===== config.mk =====
export PLATFORM = sky130hd
export DESIGN_NAME = adcc_ctrl
export DESIGN_NICKNAME = d
export VERILOG_FILES = /design/src/adcc_pkg.sv /design/src/adcc_conv_timer.sv /design/src/adcc_ctrl.sv
export SDC_FILE = /design/constraint.sdc
export NUM_CORES = 1
export LEC_CHECK = 0
export BUFFER_PORTS_ARGS = -buffer_cell sky130_fd_sc_hd__buf_2
export CAP_MARGIN = 15
export CORE_ASPECT_RATIO = 2
export CORE_MARGIN = 2
export CORE_UTILIZATION = 47
export CTS_CLUSTER_SIZE = 14
export DETAILED_ROUTE_END_ITERATION = 16
export PLACE_DENSITY = 0.88
export RECOVER_POWER = 100
export SLEW_MARGIN = 20
export SYNTH_ARGS = -nofsm -noshare
export SYNTH_HDL_FRONTEND = slang
export SYNTH_HIERARCHICAL = 1
export SYNTH_SLANG_ARGS = --single-unit

===== constraint.sdc =====
create_clock -name I_CLK -period 2.58 [get_ports I_CLK]
set_input_delay 0.129 -clock I_CLK [delete_from_list [all_inputs] [get_ports I_CLK]]
set_output_delay 0.129 -clock I_CLK [all_outputs]
set_load 0.01 [all_outputs]

===== src/adcc_pkg.sv =====
package adcc_pkg;
    ////////////////////////////////////////////////////////////////////////////
    // Register map: printed offsets are word indices, byte address is 4x index
    localparam logic [11:0] REG_IDX_MAIN     = 12'hf70;  // Main converter control
    localparam logic [11:0] REG_IDX_BUF      = 12'hf71;  // Buffer and reference control
    localparam int          ADDR_W           = 16;       // APB address width
    localparam logic [15:0] ADDR_MAIN        = {2'b00, REG_IDX_MAIN, 2'b00};
    localparam logic [15:0] ADDR_BUF         = {2'b00, REG_IDX_BUF, 2'b00};

    ////////////////////////////////////////////////////////////////////////////
    // Field positions of the main control register
    localparam int          MAIN_GO_BIT      = 7;        // conversion_go
    localparam int          MAIN_REFLO_BIT   = 6;        // ref_level_lo
    localparam int          MAIN_REFPIN_BIT  = 5;        // ref_pin_drive
    localparam int          MAIN_REPEAT_BIT  = 4;        // repeat_conversion
    localparam int          MAIN_CHAN_MSB    = 3;        // input_channel_sel top bit

    // Field positions of the buffer control register
    localparam int          BUF_REFHI_BIT    = 7;        // ref_level_hi
    localparam int          BUF_MODE_MSB     = 2;        // input_buffer_sel top bit

    // Reset values
    localparam logic [7:0]  MAIN_RESET       = 8'h00;
    localparam logic [7:0]  BUF_RESET        = 8'h80;

    ////////////////////////////////////////////////////////////////////////////
    // Buffer modes
    localparam logic [2:0]  MODE_SE_UNBUF    = 3'h0;
    localparam logic [2:0]  MODE_SE_BUF      = 3'h1;
    localparam logic [2:0]  MODE_DIFF_UNBUF  = 3'h4;
    localparam logic [2:0]  MODE_DIFF_BUF    = 3'h5;

    // Reference levels {ref_level_hi, ref_level_lo}
    localparam logic [1:0]  REF_EXTERNAL     = 2'h0;
    localparam logic [1:0]  REF_INT_1V0      = 2'h1;
    localparam logic [1:0]  REF_INT_2V0      = 2'h2;

    // Channel codes
    localparam logic [3:0]  CH_SE_LAST       = 4'h7;     // Last plain single-ended input
    localparam logic [3:0]  CH_GND_AMP       = 4'hc;     // Ground amplifier inputs
    localparam logic [3:0]  CH_TEMP          = 4'he;     // Temperature sensor
    localparam logic [3:0]  CH_DIFF_LAST     = 4'ha;     // Last differential pair
    localparam logic [3:0]  CH_CAL           = 4'hf;     // Offset calibration short

    ////////////////////////////////////////////////////////////////////////////
    // Timing, in system clock cycles
    localparam int          CLK_PERIOD_NS    = 100;      // 10 MHz system clock
    localparam int          FIRST_CYCLES     = 5129;     // First conversion
    localparam int          REFRESH_CYCLES   = 256;      // Continuous refresh
    localparam int          CNT_W            = 14;       // Holds twice the first length

    // Pair table for differential codes: {valid, noninverting, inverting}
    function automatic logic [6:0] adcc_diff_pair(input logic [3:0] code);
        case (code)
            4'h0:    adcc_diff_pair = {1'b1, 3'h0, 3'h1};
            4'h1:    adcc_diff_pair = {1'b1, 3'h2, 3'h3};
            4'h2:    adcc_diff_pair = {1'b1, 3'h4, 3'h5};
            4'h3:    adcc_diff_pair = {1'b1, 3'h1, 3'h0};
            4'h4:    adcc_diff_pair = {1'b1, 3'h3, 3'h2};
            4'h5:    adcc_diff_pair = {1'b1, 3'h5, 3'h4};
            4'h6:    adcc_diff_pair = {1'b1, 3'h6, 3'h5};
            4'h7:    adcc_diff_pair = {1'b1, 3'h0, 3'h2};
            4'h8:    adcc_diff_pair = {1'b1, 3'h0, 3'h3};
            4'h9:    adcc_diff_pair = {1'b1, 3'h0, 3'h4};
            4'ha:    adcc_diff_pair = {1'b1, 3'h0, 3'h5};
            default: adcc_diff_pair = 7'h00;
        endcase
    endfunction : adcc_diff_pair

    // One-hot switch vector for an input index
    function automatic logic [7:0] adcc_onehot(input logic [2:0] idx);
        adcc_onehot = 8'h01 << idx;
    endfunction : adcc_onehot
endpackage : adcc_pkg


===== src/adcc_conv_timer.sv =====
module adcc_conv_timer
    import adcc_pkg::*;
#(
    parameter int FIRST_LEN = FIRST_CYCLES   // Length of the first conversion
)(
    input  wire logic i_clk,
    input  wire logic i_srst,
    input  wire logic i_ce,
    input  wire logic i_start,    // Start or restart pulse
    input  wire logic i_temp,     // Temperature sensor selected
    input  wire logic i_repeat,   // Continuous mode
    output logic      o_busy,     // Conversion running
    output logic      o_result    // One-cycle result pulse
);
    typedef enum logic [1:0] {ST_IDLE, ST_FIRST, ST_REPEAT} adcc_tmr_e;

    adcc_tmr_e          state_ff;       // Sequence state
    adcc_tmr_e          nxt_state;
    logic [CNT_W-1:0]   cnt_ff;         // Cycles elapsed in this phase
    logic [CNT_W-1:0]   nxt_cnt;
    logic               dbl_ff;         // Doubling latched at start
    logic               result_ff;      // Result pulse
    logic               nxt_result;

    // Phase lengths; temperature doubles both
    wire logic [CNT_W-1:0] first_len = dbl_ff ? CNT_W'(2 * FIRST_LEN) : CNT_W'(FIRST_LEN);
    wire logic [CNT_W-1:0] per_len   = dbl_ff ? CNT_W'(2 * REFRESH_CYCLES)
                                              : CNT_W'(REFRESH_CYCLES);
    wire logic             first_end = (cnt_ff == first_len - CNT_W'(1));
    wire logic             per_end   = (cnt_ff == per_len - CNT_W'(1));

    ////////////////////////////////////////////////////////////////////////////
    // Next state; a start in any state restarts counting from zero
    always_comb
    begin
        nxt_state  = state_ff;
        nxt_cnt    = cnt_ff + CNT_W'(1);
        nxt_result = 1'b0;
        case (state_ff)
            ST_IDLE:
            begin
                nxt_cnt = '0;
            end
            ST_FIRST:
            begin
                if (first_end)
                begin
                    nxt_result = 1'b1;
                    nxt_cnt    = '0;
                    nxt_state  = i_repeat ? ST_REPEAT : ST_IDLE;
                end
            end
            ST_REPEAT:
            begin
                if (per_end)
                begin
                    nxt_result = 1'b1;
                    nxt_cnt    = '0;
                    // Clearing repeat ends the run at the next refresh
                    nxt_state  = i_repeat ? ST_REPEAT : ST_IDLE;
                end
            end
            default:
            begin
                nxt_state = ST_IDLE;
                nxt_cnt   = '0;
            end
        endcase
        if (i_start)
        begin
            nxt_state  = ST_FIRST;
            nxt_cnt    = '0;
            nxt_result = 1'b0;
        end
    end

    ////////////////////////////////////////////////////////////////////////////
    // State registers, frozen while the clock enable is low
    always_ff @(posedge i_clk)
    begin
        if (i_srst)
        begin
            state_ff  <= ST_IDLE;
            cnt_ff    <= '0;
            dbl_ff    <= 1'b0;
            result_ff <= 1'b0;
        end
        else if (i_ce)
        begin
            state_ff  <= nxt_state;
            cnt_ff    <= nxt_cnt;
            result_ff <= nxt_result;
            if (i_start)
                dbl_ff <= i_temp;
        end
    end

    assign o_busy   = (state_ff != ST_IDLE);
    assign o_result = result_ff;

    ////////////////////////////////////////////////////////////////////////////
    // Checks: cycles between a start or result and the next result
    logic [CNT_W:0] gap_ff;        // Enabled cycles since start or result
    logic           was_first_ff;  // Next result closes the first phase
    always_ff @(posedge i_clk)
    begin
        if (i_srst)
        begin
            gap_ff       <= '0;
            was_first_ff <= 1'b0;
        end
        else if (i_ce)
        begin
            gap_ff       <= (i_start || nxt_result) ? '0 : gap_ff + (CNT_W+1)'(1);
            was_first_ff <= i_start ? 1'b1 : (nxt_result ? 1'b0 : was_first_ff);
        end
    end
endmodule : adcc_conv_timer


===== src/adcc_ctrl.sv =====
// Overview of operation
// - Writing go bit starts conversion
// - Go write during conversion restarts it
// - Go reads busy, cleared on completion
// - Single shot: one result after 5129
// - Continuous: first 5129, then every 256
// - Temperature sensor doubles both times
// - Reference select: external, 1.0V, 2.0V
// - Reference resets to internal 2.0V
// - Reference pin driver follows enable bit
// - Single-ended codes 0-7 pick inputs
// - Code 1100 grounds, 1110 temperature
// - Differential codes 0-10 pick pairs
// - Differential code 1111 offset calibration
// - Reserved codes open every switch
// - Channel decode depends on buffer mode
// - Buffer mode codes decoded, others reserved
// - Calibration shorts differential inputs
module adcc_ctrl
    import adcc_pkg::*;
#(
    parameter int FIRST_LEN = FIRST_CYCLES   // Shorten for simulation
)(
    input  wire logic              I_CLK,
    input  wire logic              I_SRST,
    input  wire logic              I_CE,
    input  wire logic [ADDR_W-1:0] I_PADDR,
    input  wire logic              I_PSEL,
    input  wire logic              I_PENABLE,
    input  wire logic              I_PWRITE,
    input  wire logic [31:0]       I_PWDATA,
    input  wire logic [3:0]        I_PSTRB,
    output logic [31:0]            O_PRDATA,
    output logic                   O_PREADY,
    output logic                   O_PSLVERR,
    output logic [7:0]             O_POS_SW,        // Noninverting input switches
    output logic [7:0]             O_NEG_SW,        // Inverting input switches
    output logic                   O_GND_AMP_IN,    // Ground amplifier input nodes
    output logic                   O_TEMP_SW,       // Temperature sensor switch
    output logic                   O_CAL_SHORT,     // Short differential inputs
    output logic                   O_DIFF_MODE,     // Differential front end
    output logic                   O_UNITY_BUF,     // Unity-gain buffer on
    output logic                   O_REF_EXT,       // Reference from pin
    output logic                   O_REF_1V0,       // Internal 1.0 V
    output logic                   O_REF_2V0,       // Internal 2.0 V
    output logic                   O_REF_PIN_DRIVE, // Reference buffer onto pin
    output logic                   O_CONV_START,    // Sample start pulse
    output logic                   O_CONV_BUSY,     // Conversion running
    output logic                   O_RESULT_STB     // Result ready pulse
);
    ////////////////////////////////////////////////////////////////////////////
    // Register storage
    logic [7:0]  main_ff;      // Main control, go bit unused here
    logic [7:0]  buf_ff;       // Buffer and reference control
    logic        pready_ff;    // Access-phase ready
    logic [31:0] prdata_ff;    // Read data
    logic        pslverr_ff;   // Unmapped address

    // Bus decode
    wire logic hit_main  = (I_PADDR == ADDR_MAIN);
    wire logic hit_buf   = (I_PADDR == ADDR_BUF);
    wire logic setup     = I_PSEL && !I_PENABLE;
    wire logic done      = I_PSEL && I_PENABLE && pready_ff;
    wire logic wr_lane0  = done && I_PWRITE && I_PSTRB[0];
    wire logic wr_main   = wr_lane0 && hit_main;
    wire logic wr_buf    = wr_lane0 && hit_buf;

    // A go write of one starts or restarts; a zero does nothing
    wire logic go_write  = wr_main && I_PWDATA[MAIN_GO_BIT];

    // Timer state
    logic busy;
    logic result;

    ////////////////////////////////////////////////////////////////////////////
    // Field views
    wire logic [3:0] chan     = main_ff[MAIN_CHAN_MSB:0];
    wire logic [2:0] mode     = buf_ff[BUF_MODE_MSB:0];
    wire logic [1:0] ref_lvl  = {buf_ff[BUF_REFHI_BIT], main_ff[MAIN_REFLO_BIT]};
    wire logic       rep      = main_ff[MAIN_REPEAT_BIT];

    // Mode class; reserved modes are neither and open everything
    wire logic is_se   = (mode == MODE_SE_UNBUF) || (mode == MODE_SE_BUF);
    wire logic is_diff = (mode == MODE_DIFF_UNBUF) || (mode == MODE_DIFF_BUF);
    wire logic is_buf  = (mode == MODE_SE_BUF) || (mode == MODE_DIFF_BUF);

    // Single-ended decode
    wire logic se_pin  = is_se && (chan <= CH_SE_LAST);
    wire logic se_gnd  = is_se && (chan == CH_GND_AMP);
    wire logic se_temp = is_se && (chan == CH_TEMP);
    // Doubling must follow the channel written together with the go bit
    wire logic go_temp = is_se && (I_PWDATA[MAIN_CHAN_MSB:0] == CH_TEMP);

    // Differential decode
    wire logic [6:0] pair    = adcc_diff_pair(chan);
    wire logic       df_pair = is_diff && pair[6];
    wire logic       df_cal  = is_diff && (chan == CH_CAL);

    // Switch vectors; anything not decoded leaves all switches open
    wire logic [7:0] nxt_pos = se_pin  ? adcc_onehot(chan[2:0]) :
                               df_pair ? adcc_onehot(pair[5:3]) : 8'h00;
    wire logic [7:0] nxt_neg = df_pair ? adcc_onehot(pair[2:0]) : 8'h00;

    // Reference decode; code 11 enables no source
    wire logic nxt_ref_ext = (ref_lvl == REF_EXTERNAL);
    wire logic nxt_ref_1v0 = (ref_lvl == REF_INT_1V0);
    wire logic nxt_ref_2v0 = (ref_lvl == REF_INT_2V0);

    // Read mux; go bit shows the running conversion
    wire logic [7:0] rd_main = {busy, main_ff[6:0]};
    wire logic [31:0] nxt_prdata = hit_main ? {24'h000000, rd_main} :
                                   hit_buf  ? {24'h000000, buf_ff}  : 32'h00000000;

    ////////////////////////////////////////////////////////////////////////////
    // Conversion sequencing
    adcc_conv_timer #(
        .FIRST_LEN (FIRST_LEN)
    ) u_timer (
        .i_clk    (I_CLK),
        .i_srst   (I_SRST),
        .i_ce     (I_CE),
        .i_start  (go_write),
        .i_temp   (go_temp),
        .i_repeat (rep),
        .o_busy   (busy),
        .o_result (result)
    );

    ////////////////////////////////////////////////////////////////////////////
    // Software registers; bits 6:3 of buffer stored as written
    always_ff @(posedge I_CLK)
    begin
        if (I_SRST)
        begin
            main_ff <= MAIN_RESET;
            buf_ff  <= BUF_RESET;
        end
        else if (I_CE)
        begin
            if (wr_main)
                main_ff <= I_PWDATA[7:0];
            if (wr_buf)
                buf_ff <= I_PWDATA[7:0];
        end
    end

    ////////////////////////////////////////////////////////////////////////////
    // APB slave: ready in every access phase, data caught in setup
    always_ff @(posedge I_CLK)
    begin
        if (I_SRST)
        begin
            pready_ff  <= 1'b0;
            prdata_ff  <= '0;
            pslverr_ff <= 1'b0;
        end
        else if (I_CE)
        begin
            pready_ff <= setup;
            if (setup)
            begin
                prdata_ff  <= nxt_prdata;
                pslverr_ff <= !(hit_main || hit_buf);
            end
        end
    end

    ////////////////////////////////////////////////////////////////////////////
    // Front-end controls, registered so the analog side sees no glitches
    always_ff @(posedge I_CLK)
    begin
        if (I_SRST)
        begin
            O_POS_SW        <= 8'h00;
            O_NEG_SW        <= 8'h00;
            O_GND_AMP_IN    <= 1'b0;
            O_TEMP_SW       <= 1'b0;
            O_CAL_SHORT     <= 1'b0;
            O_DIFF_MODE     <= 1'b0;
            O_UNITY_BUF     <= 1'b0;
            O_REF_EXT       <= 1'b0;
            O_REF_1V0       <= 1'b0;
            O_REF_2V0       <= 1'b1;
            O_REF_PIN_DRIVE <= 1'b0;
            O_CONV_START    <= 1'b0;
            O_CONV_BUSY     <= 1'b0;
            O_RESULT_STB    <= 1'b0;
        end
        else if (I_CE)
        begin
            O_POS_SW        <= nxt_pos;
            O_NEG_SW        <= nxt_neg;
            O_GND_AMP_IN    <= se_gnd;
            O_TEMP_SW       <= se_temp;
            O_CAL_SHORT     <= df_cal;
            O_DIFF_MODE     <= is_diff;
            O_UNITY_BUF     <= is_buf;
            O_REF_EXT       <= nxt_ref_ext;
            O_REF_1V0       <= nxt_ref_1v0;
            O_REF_2V0       <= nxt_ref_2v0;
            // Software keeps this low with the external reference
            O_REF_PIN_DRIVE <= main_ff[MAIN_REFPIN_BIT];
            O_CONV_START    <= go_write;
            O_CONV_BUSY     <= busy;
            O_RESULT_STB    <= result;
        end
    end

    assign O_PRDATA  = prdata_ff;
    assign O_PREADY  = pready_ff;
    assign O_PSLVERR = pslverr_ff;
endmodule : adcc_ctrl


## After elaboration in Yosys (flattened, before gate mapping)

Memory sizes are Yosys's and may differ from the RTL's. A register that Yosys moved wholly into a read port is not among the register bits.
Index checks and enable logic that the tools add are counted.
Widths: inputs -> output; s select.

| cells by class | value |
|---|---|
| add/sub/neg operators | 3 |
| $lt $le $gt $ge | 1 |
| eq/ne operators | 18 |
| shifts and indexed selects | 3 |
| muxes and demuxes | 22 |
| reductions and logical operators | 29 |

Operators by type and width:

| kind | number |
|---|---|
| $mux 14 | 4 |
| $mux 8 | 5 |
| $eq 16x14->1 const B | 2 |
| $eq 14x14->1 | 2 |
| $pmux 14 s2 | 1 |
| $sub 14x1->14 const B | 2 |
| $shl 1x3->8 const A | 3 |
| $eq 4x4->1 const B | 4 |
| $add 14x1->14 const B | 1 |
| $logic_and 1x1->1 | 14 |
| $mux 10 | 1 |
| $mux 2 | 4 |
| $mux 4 | 2 |
| $reduce_and 2->1 | 4 |
| $eq 3x3->1 const B | 2 |
| $ne 3x2->1 const B | 2 |
| $pmux 2 s3 | 1 |
| $eq 2x1->1 const B | 2 |
| $eq 2x2->1 const B | 2 |
| $le 4x3->1 const B | 1 |
| $logic_not 2->1 | 2 |
| $logic_or 1x1->1 | 4 |
| $reduce_and 4->1 | 1 |
| $eq 3x1->1 const B | 1 |
| 6 further kinds | 9 |

| word-level totals | value |
|---|---|
| register bits | 95 |
| bits in read-only memories | 112 |
| input bits | 58 |
| output and inout bits | 62 |
| word-level logic and storage cells | 100 |
| memories | 1 |

Memory list:

| name | words | width | read ports | clocked after memory_dff | wr ports | RTL line | source |
|---|---|---|---|---|---|---|---|
| (no name shown) | 16 | 7 | 1 | 1 | 0 | adcc_pkg.sv:54 | `case (code)` |

## Logic depth before layout (Yosys ltp)

| depth | value |
|---|---|
| depth in word-level cells | 8 |
| depth in mapped cells | 12 |
| mapped depth without buffers | 10 |

## Hierarchy

The synthesis kept the hierarchy.

Modules (own cells, without submodules):

| module | instances | cells each | area each (µm²) | sequential area each (µm²) |
|---|---|---|---|---|
| adcc_ctrl | 1 | 330 | 2841.5 | 1201.2 |
| adcc_conv_timer | 1 | 146 | 1123.6 | 360.3 |

## Worst setup path after synthesis

No wires, ideal clock.

| timing path | value |
|---|---|
| path kind | input to register |
| start point | input I_PADDR[15] |
| end point | register u_timer.cnt_ff[13] |
| library setup time | 125 ps |
| arrival | 2357 ps |
| data required time | 2455 ps |
| setup slack | 97 ps |
| stages on the path | 9 |
| buffers on the path | 2 |
| cells stage by stage | or4_4 > nor4_4 > buf_6 > inv_2 > nor4_1 > nor3_1 > clkbuf_1 > o21ai_2 > o21ai_0 |

| on the way | value |
|---|---|
| word-level cells in the longest chain between the ends | 4 |

RTL lines:

| element | RTL line | source |
|---|---|---|
| start, declared | adcc_ctrl.sv:27 | `input wire logic [ADDR_W-1:0] I_PADDR,` |
| $eq 16x14->1 | adcc_ctrl.sv:60 | `wire logic hit_main = (I_PADDR == ADDR_MAIN);` |
| $logic_and 1x1->1 | adcc_ctrl.sv:65 | `wire logic wr_main = wr_lane0 && hit_main;` |
| $logic_and 1x1->1 | adcc_ctrl.sv:69 | `wire logic go_write = wr_main && I_PWDATA[MAIN_GO_BIT];` |
| net go_write | adcc_ctrl.sv:69 |  |
| $mux 14 | adcc_conv_timer.sv:69 | `if (i_start)` |
| end signal, assigned | adcc_conv_timer.sv:91 | `cnt_ff <= nxt_cnt;` |
| end, declared | adcc_conv_timer.sv:19 | `logic [CNT_W-1:0] cnt_ff;` |

The timed path passes the listed nets, and every way through them passes these cells.
A chain may end at the register's enable or synchronous reset.

## Worst setup path in the final report

| timing path | value |
|---|---|
| start point | input I_PADDR[15] |
| end point | register u_timer.state_ff[1] |

| on the way | value |
|---|---|
| word-level cells in the longest chain between the ends | 5 |
| elaborated cells on any way between the ends | 8 |
| classes of those cells | eq/ne (4); mux (1); reduce/logical (3) |

RTL lines:

| element | RTL line | source |
|---|---|---|
| $eq 16x14->1 (*) | adcc_ctrl.sv:60 |  |
| $logic_and 1x1->1 (*) | adcc_ctrl.sv:65 |  |
| $logic_and 1x1->1 (*) | adcc_ctrl.sv:69 |  |
| net go_write | adcc_ctrl.sv:69 |  |
| $ne 3x2->1 (no line) or $ne 2x2->1 (tied branches) | - |  |
| $reduce_and 4->1 (no line) | - |  |
| end signal, assigned | adcc_conv_timer.sv:90 | `state_ff <= nxt_state;` |
| end, declared | adcc_conv_timer.sv:17 | `adcc_tmr_e state_ff;` |

The timed path passes the listed nets; every way through them passes the cells marked *.

==> impl_metrics.ini <==
[finish]
design_area_um2 = 4490
mostFrequentLayoutCells = 78 x dfxtp_1, 63 x nand2_1, 48 x nor2_1
layout_commonest_cell = dfxtp_1
syn_to_final_growth_pct = 13.2
layout.nets = 607
drive_above_1_share = 0.128
diodes = 0
fillCellCount = 751

[sta]
slew_headroom = -0.348
rsz0062_at_grt = false
setup_violations = 0
finalHoldViolCount = 0
fmax_mhz = 417
period_share = 0.930
period_minus_slack_ns = 2.40
skew_ns = 0.00674
worst_pin_slew_ns = 2.02
slew_viol_final = 50
finalSetupTns_ns = 0

[worst_setup_path]
endpoint_kind = flop
crit_chain = buf_2 > or4_1 > nor4_1 > clkbuf_1 > inv_1 > nor4_1 > nor3_2 > nand2_1 > or4_1 > o311ai_0
worstPathArrival_ns = 2.53
slowest_delay_ns = 0.52
cp_data_required_time_ns = 2.71
crit_fanout = 11
critPathLaunchType = input pin
cp_num_buf_inv = 3
crit_type = in2reg
crit_slowest_cell = or4_1
critPathTopFamily = simple AND/OR/NAND/NOR gates

[logic_synthesis]
synth-compound-area-share = 0.141
avgSynthCellArea_um2 = 8.33
synth_top_family_by_area = simple AND/OR/NAND/NOR gates
synthSimpleGateAreaFrac = 0.259
synth.ff_latch_count = 78
synth_seq_area_share = 0.394
synthFlopType = dfxtp_1
synth_cell_type_count = 56
yosysWarnings = 6
synthMuxAreaShare = 0.0688
synth_top_area_share = 0.394
synth_top_cell_by_area = dfxtp_1
synth.cell_area_um2 = 3970
yosys.area_share.adder = 0.0252
synth-xor-area-share = 0.0155
synth_area_leaders = dfxtp_1 39%, nand2_1 6.0%, buf_4 4.7%
synth_edf_count = 0
synthArstFlopShare = 0
synthCells = 476

[job]
maxCapViolations = 1

[route]
routed_wl_mm = 9.73
via_per_inst = 5.72
initialDrtViolationCount = 250
drt_pass1_iterations = 7
ant_nets = 0
wire_per_inst_um = 15.1
drcViolationCount = 0
vias = 3684

[run_status]
status = complete, but fails checks
violations = max-capacitance violations, max-slew violations

[hold_path]
hold_path_class = in2reg

[clock_tree]
clk_pin_slew_ns = 0.06
cts_tree = built
clock_path_buffers = 2
cts_hold_buf = 0
clkLatencyLatePin_ns = 0.34
cts-buffers-inserted = 9
cts_num_sinks = 78
clockRootBuffer = clkbuf_16
htreeDepth = 3

[power_and_ir_drop]
irDropWorstVdd_uv = 335
p_per_area_nw_per_um2 = 562
leakage_nw = 1.72

[global_routing]
grt-ovfl-total = 0
antenna_found_initial = 0
grt_pass1_wl_mm = 15.1
grt_max_degree = 50
grt_usage = 0.213
grt_pass1_vias = 3349

[floorplanning]
boundaryPins = 120
die_h_um = 134
core_area_um2 = 8230
initial_core_util = 0.482
die_width_um = 68.9
rows = 47
die-area_um2 = 9230

[placed_design]
gp_congestion = 0.834
dpl.hpwl_mm = 7.27
place_area_um2 = 4320
numPortBuffers = 68
==> layer usage <==
layer | vias up | track usage | share of wire
li1 | 1763 | - | -
met2 | 155 | 0.402 | 0.56
met1 | 1729 | 0.206 | 0.35
met4 | 0 | 0.107 | 0.041
met3 | 37 | 0.0378 | 0.052
met5 | - | 0 | 0
==> per-stage QoR <==
| stage | total power [mW] | hold WS, ns | util | std cells | worst slack [ns] |
|---|---|---|---|---|---|
| final | 2.52 | 0.0425 | 0.545 | 644 | 0.182 |
| after global routing | 2.61 | 0.0483 | 0.545 | 644 | 0.0385 |
| after CTS | 2.54 | 0.0397 | 0.558 | 644 | 0.0929 |
| after detailed placement | 1.37 | 0.393 | 0.524 | 628 | 0.0527 |
| after global placement | 1.37 | 0.383 | 0.524 | 628 | 0.113 |
| after floorplan | 1.35 | 0.198 | - | 499 | 0.0972 |
==> power by group <==
part | internal (mW) | switching (mW) | total (mW) | leakage, nW
Clock | 0.660 | 0.518 | 1.18 | 0.133
Sequential | 1.21 | 0.00501 | 1.22 | 0.630
Combinational | 0.0397 | 0.0864 | 0.126 | 0.958
Total | 1.91 | 0.610 | 2.52 | 1.72
==> sequential cells by signal, summed over array words and instances (netlist names), 2 cells and up <==
| name | flops |
|---|---|
| main_ff | 7 |
| u_timer/state_ff | 2 |
| O_NEG_SW | 8 |
| O_PRDATA | 8 |
| u_timer/cnt_ff | 14 |
| pair | 7 |
| O_POS_SW | 8 |
| buf_ff | 8 |
==> worst register-to-register path: stages (launching register included) <==
cell	delay (ns)
dfxtp_1	0.36
nand4_1	0.18
nor3_2	0.30
and2_1	0.31
buf_4	0.20
nand2_1	0.06
a21oi_1	0.46
mux2_2	0.40
==> path summary, 6_finish.rpt <==
check                            from                               end  slack [ns]  cells after the start
min reg2reg  O_PRDATA[4]$_SDFFE_PP0P_          O_PRDATA[4]$_SDFFE_PP0P_        0.46                      2
max reg2reg     O_PREADY$_SDFFE_PP0P_                   pair[1]$_DFF_P_        0.21                      7
min                       I_PWDATA[4]           main_ff[4]$_SDFFE_PP0N_        0.04                      3
max                       I_PADDR[15]  u_timer/state_ff[1]$_SDFFE_PP0P_        0.18                     10
==> cell families after synthesis <==
kind of cell,after synthesis
AOI/OAI and AO/OA,82
adders and majority gates,8
muxes,26
other,1
DFF,78
and+or+nand+nor,204
xor gates and xnor gates,7
buffers and inverters,70
==> synth_stat cells, types with 5 or more instances <==
| cell | n |
|---|---|
| dfxtp_1 | 78 |
| nand2_1 | 63 |
| nor2_1 | 48 |
| a21oi_1 | 31 |
| buf_4 | 25 |
| nand3_1 | 20 |
| nor3_1 | 19 |
| inv_1 | 18 |
| clkbuf_1 | 16 |
| mux2i_1 | 16 |
| mux2_2 | 10 |
| and2_1 | 9 |
| nor2b_1 | 9 |
| ha_1 | 8 |
| o21ai_0 | 8 |
| o221ai_1 | 7 |
| a221oi_1 | 6 |
| a32oi_1 | 6 |
| nand4_1 | 6 |
| a211oi_1 | 5 |
| nor4_1 | 5 |
==> what timing repair did <==
item	CTS	global route
resized for setup	0	1
endpoints found under the setup margin	0	1
setup buffers	0	0
==> cell type report <==
cell class                      count  area (µm²)  area share
Tap cell                           98         123      0.0273
Multi-Input combinational cell    351        2080       0.464
Inverter                           20        75.1      0.0167
Timing Repair Buffer               81         365      0.0814
Sequential cell                    78        1560       0.348
Clock inverter                      7        55.1      0.0123
Clock buffer                        9         225      0.0502
No activity file was read; power rests on OpenSTA's default activity.
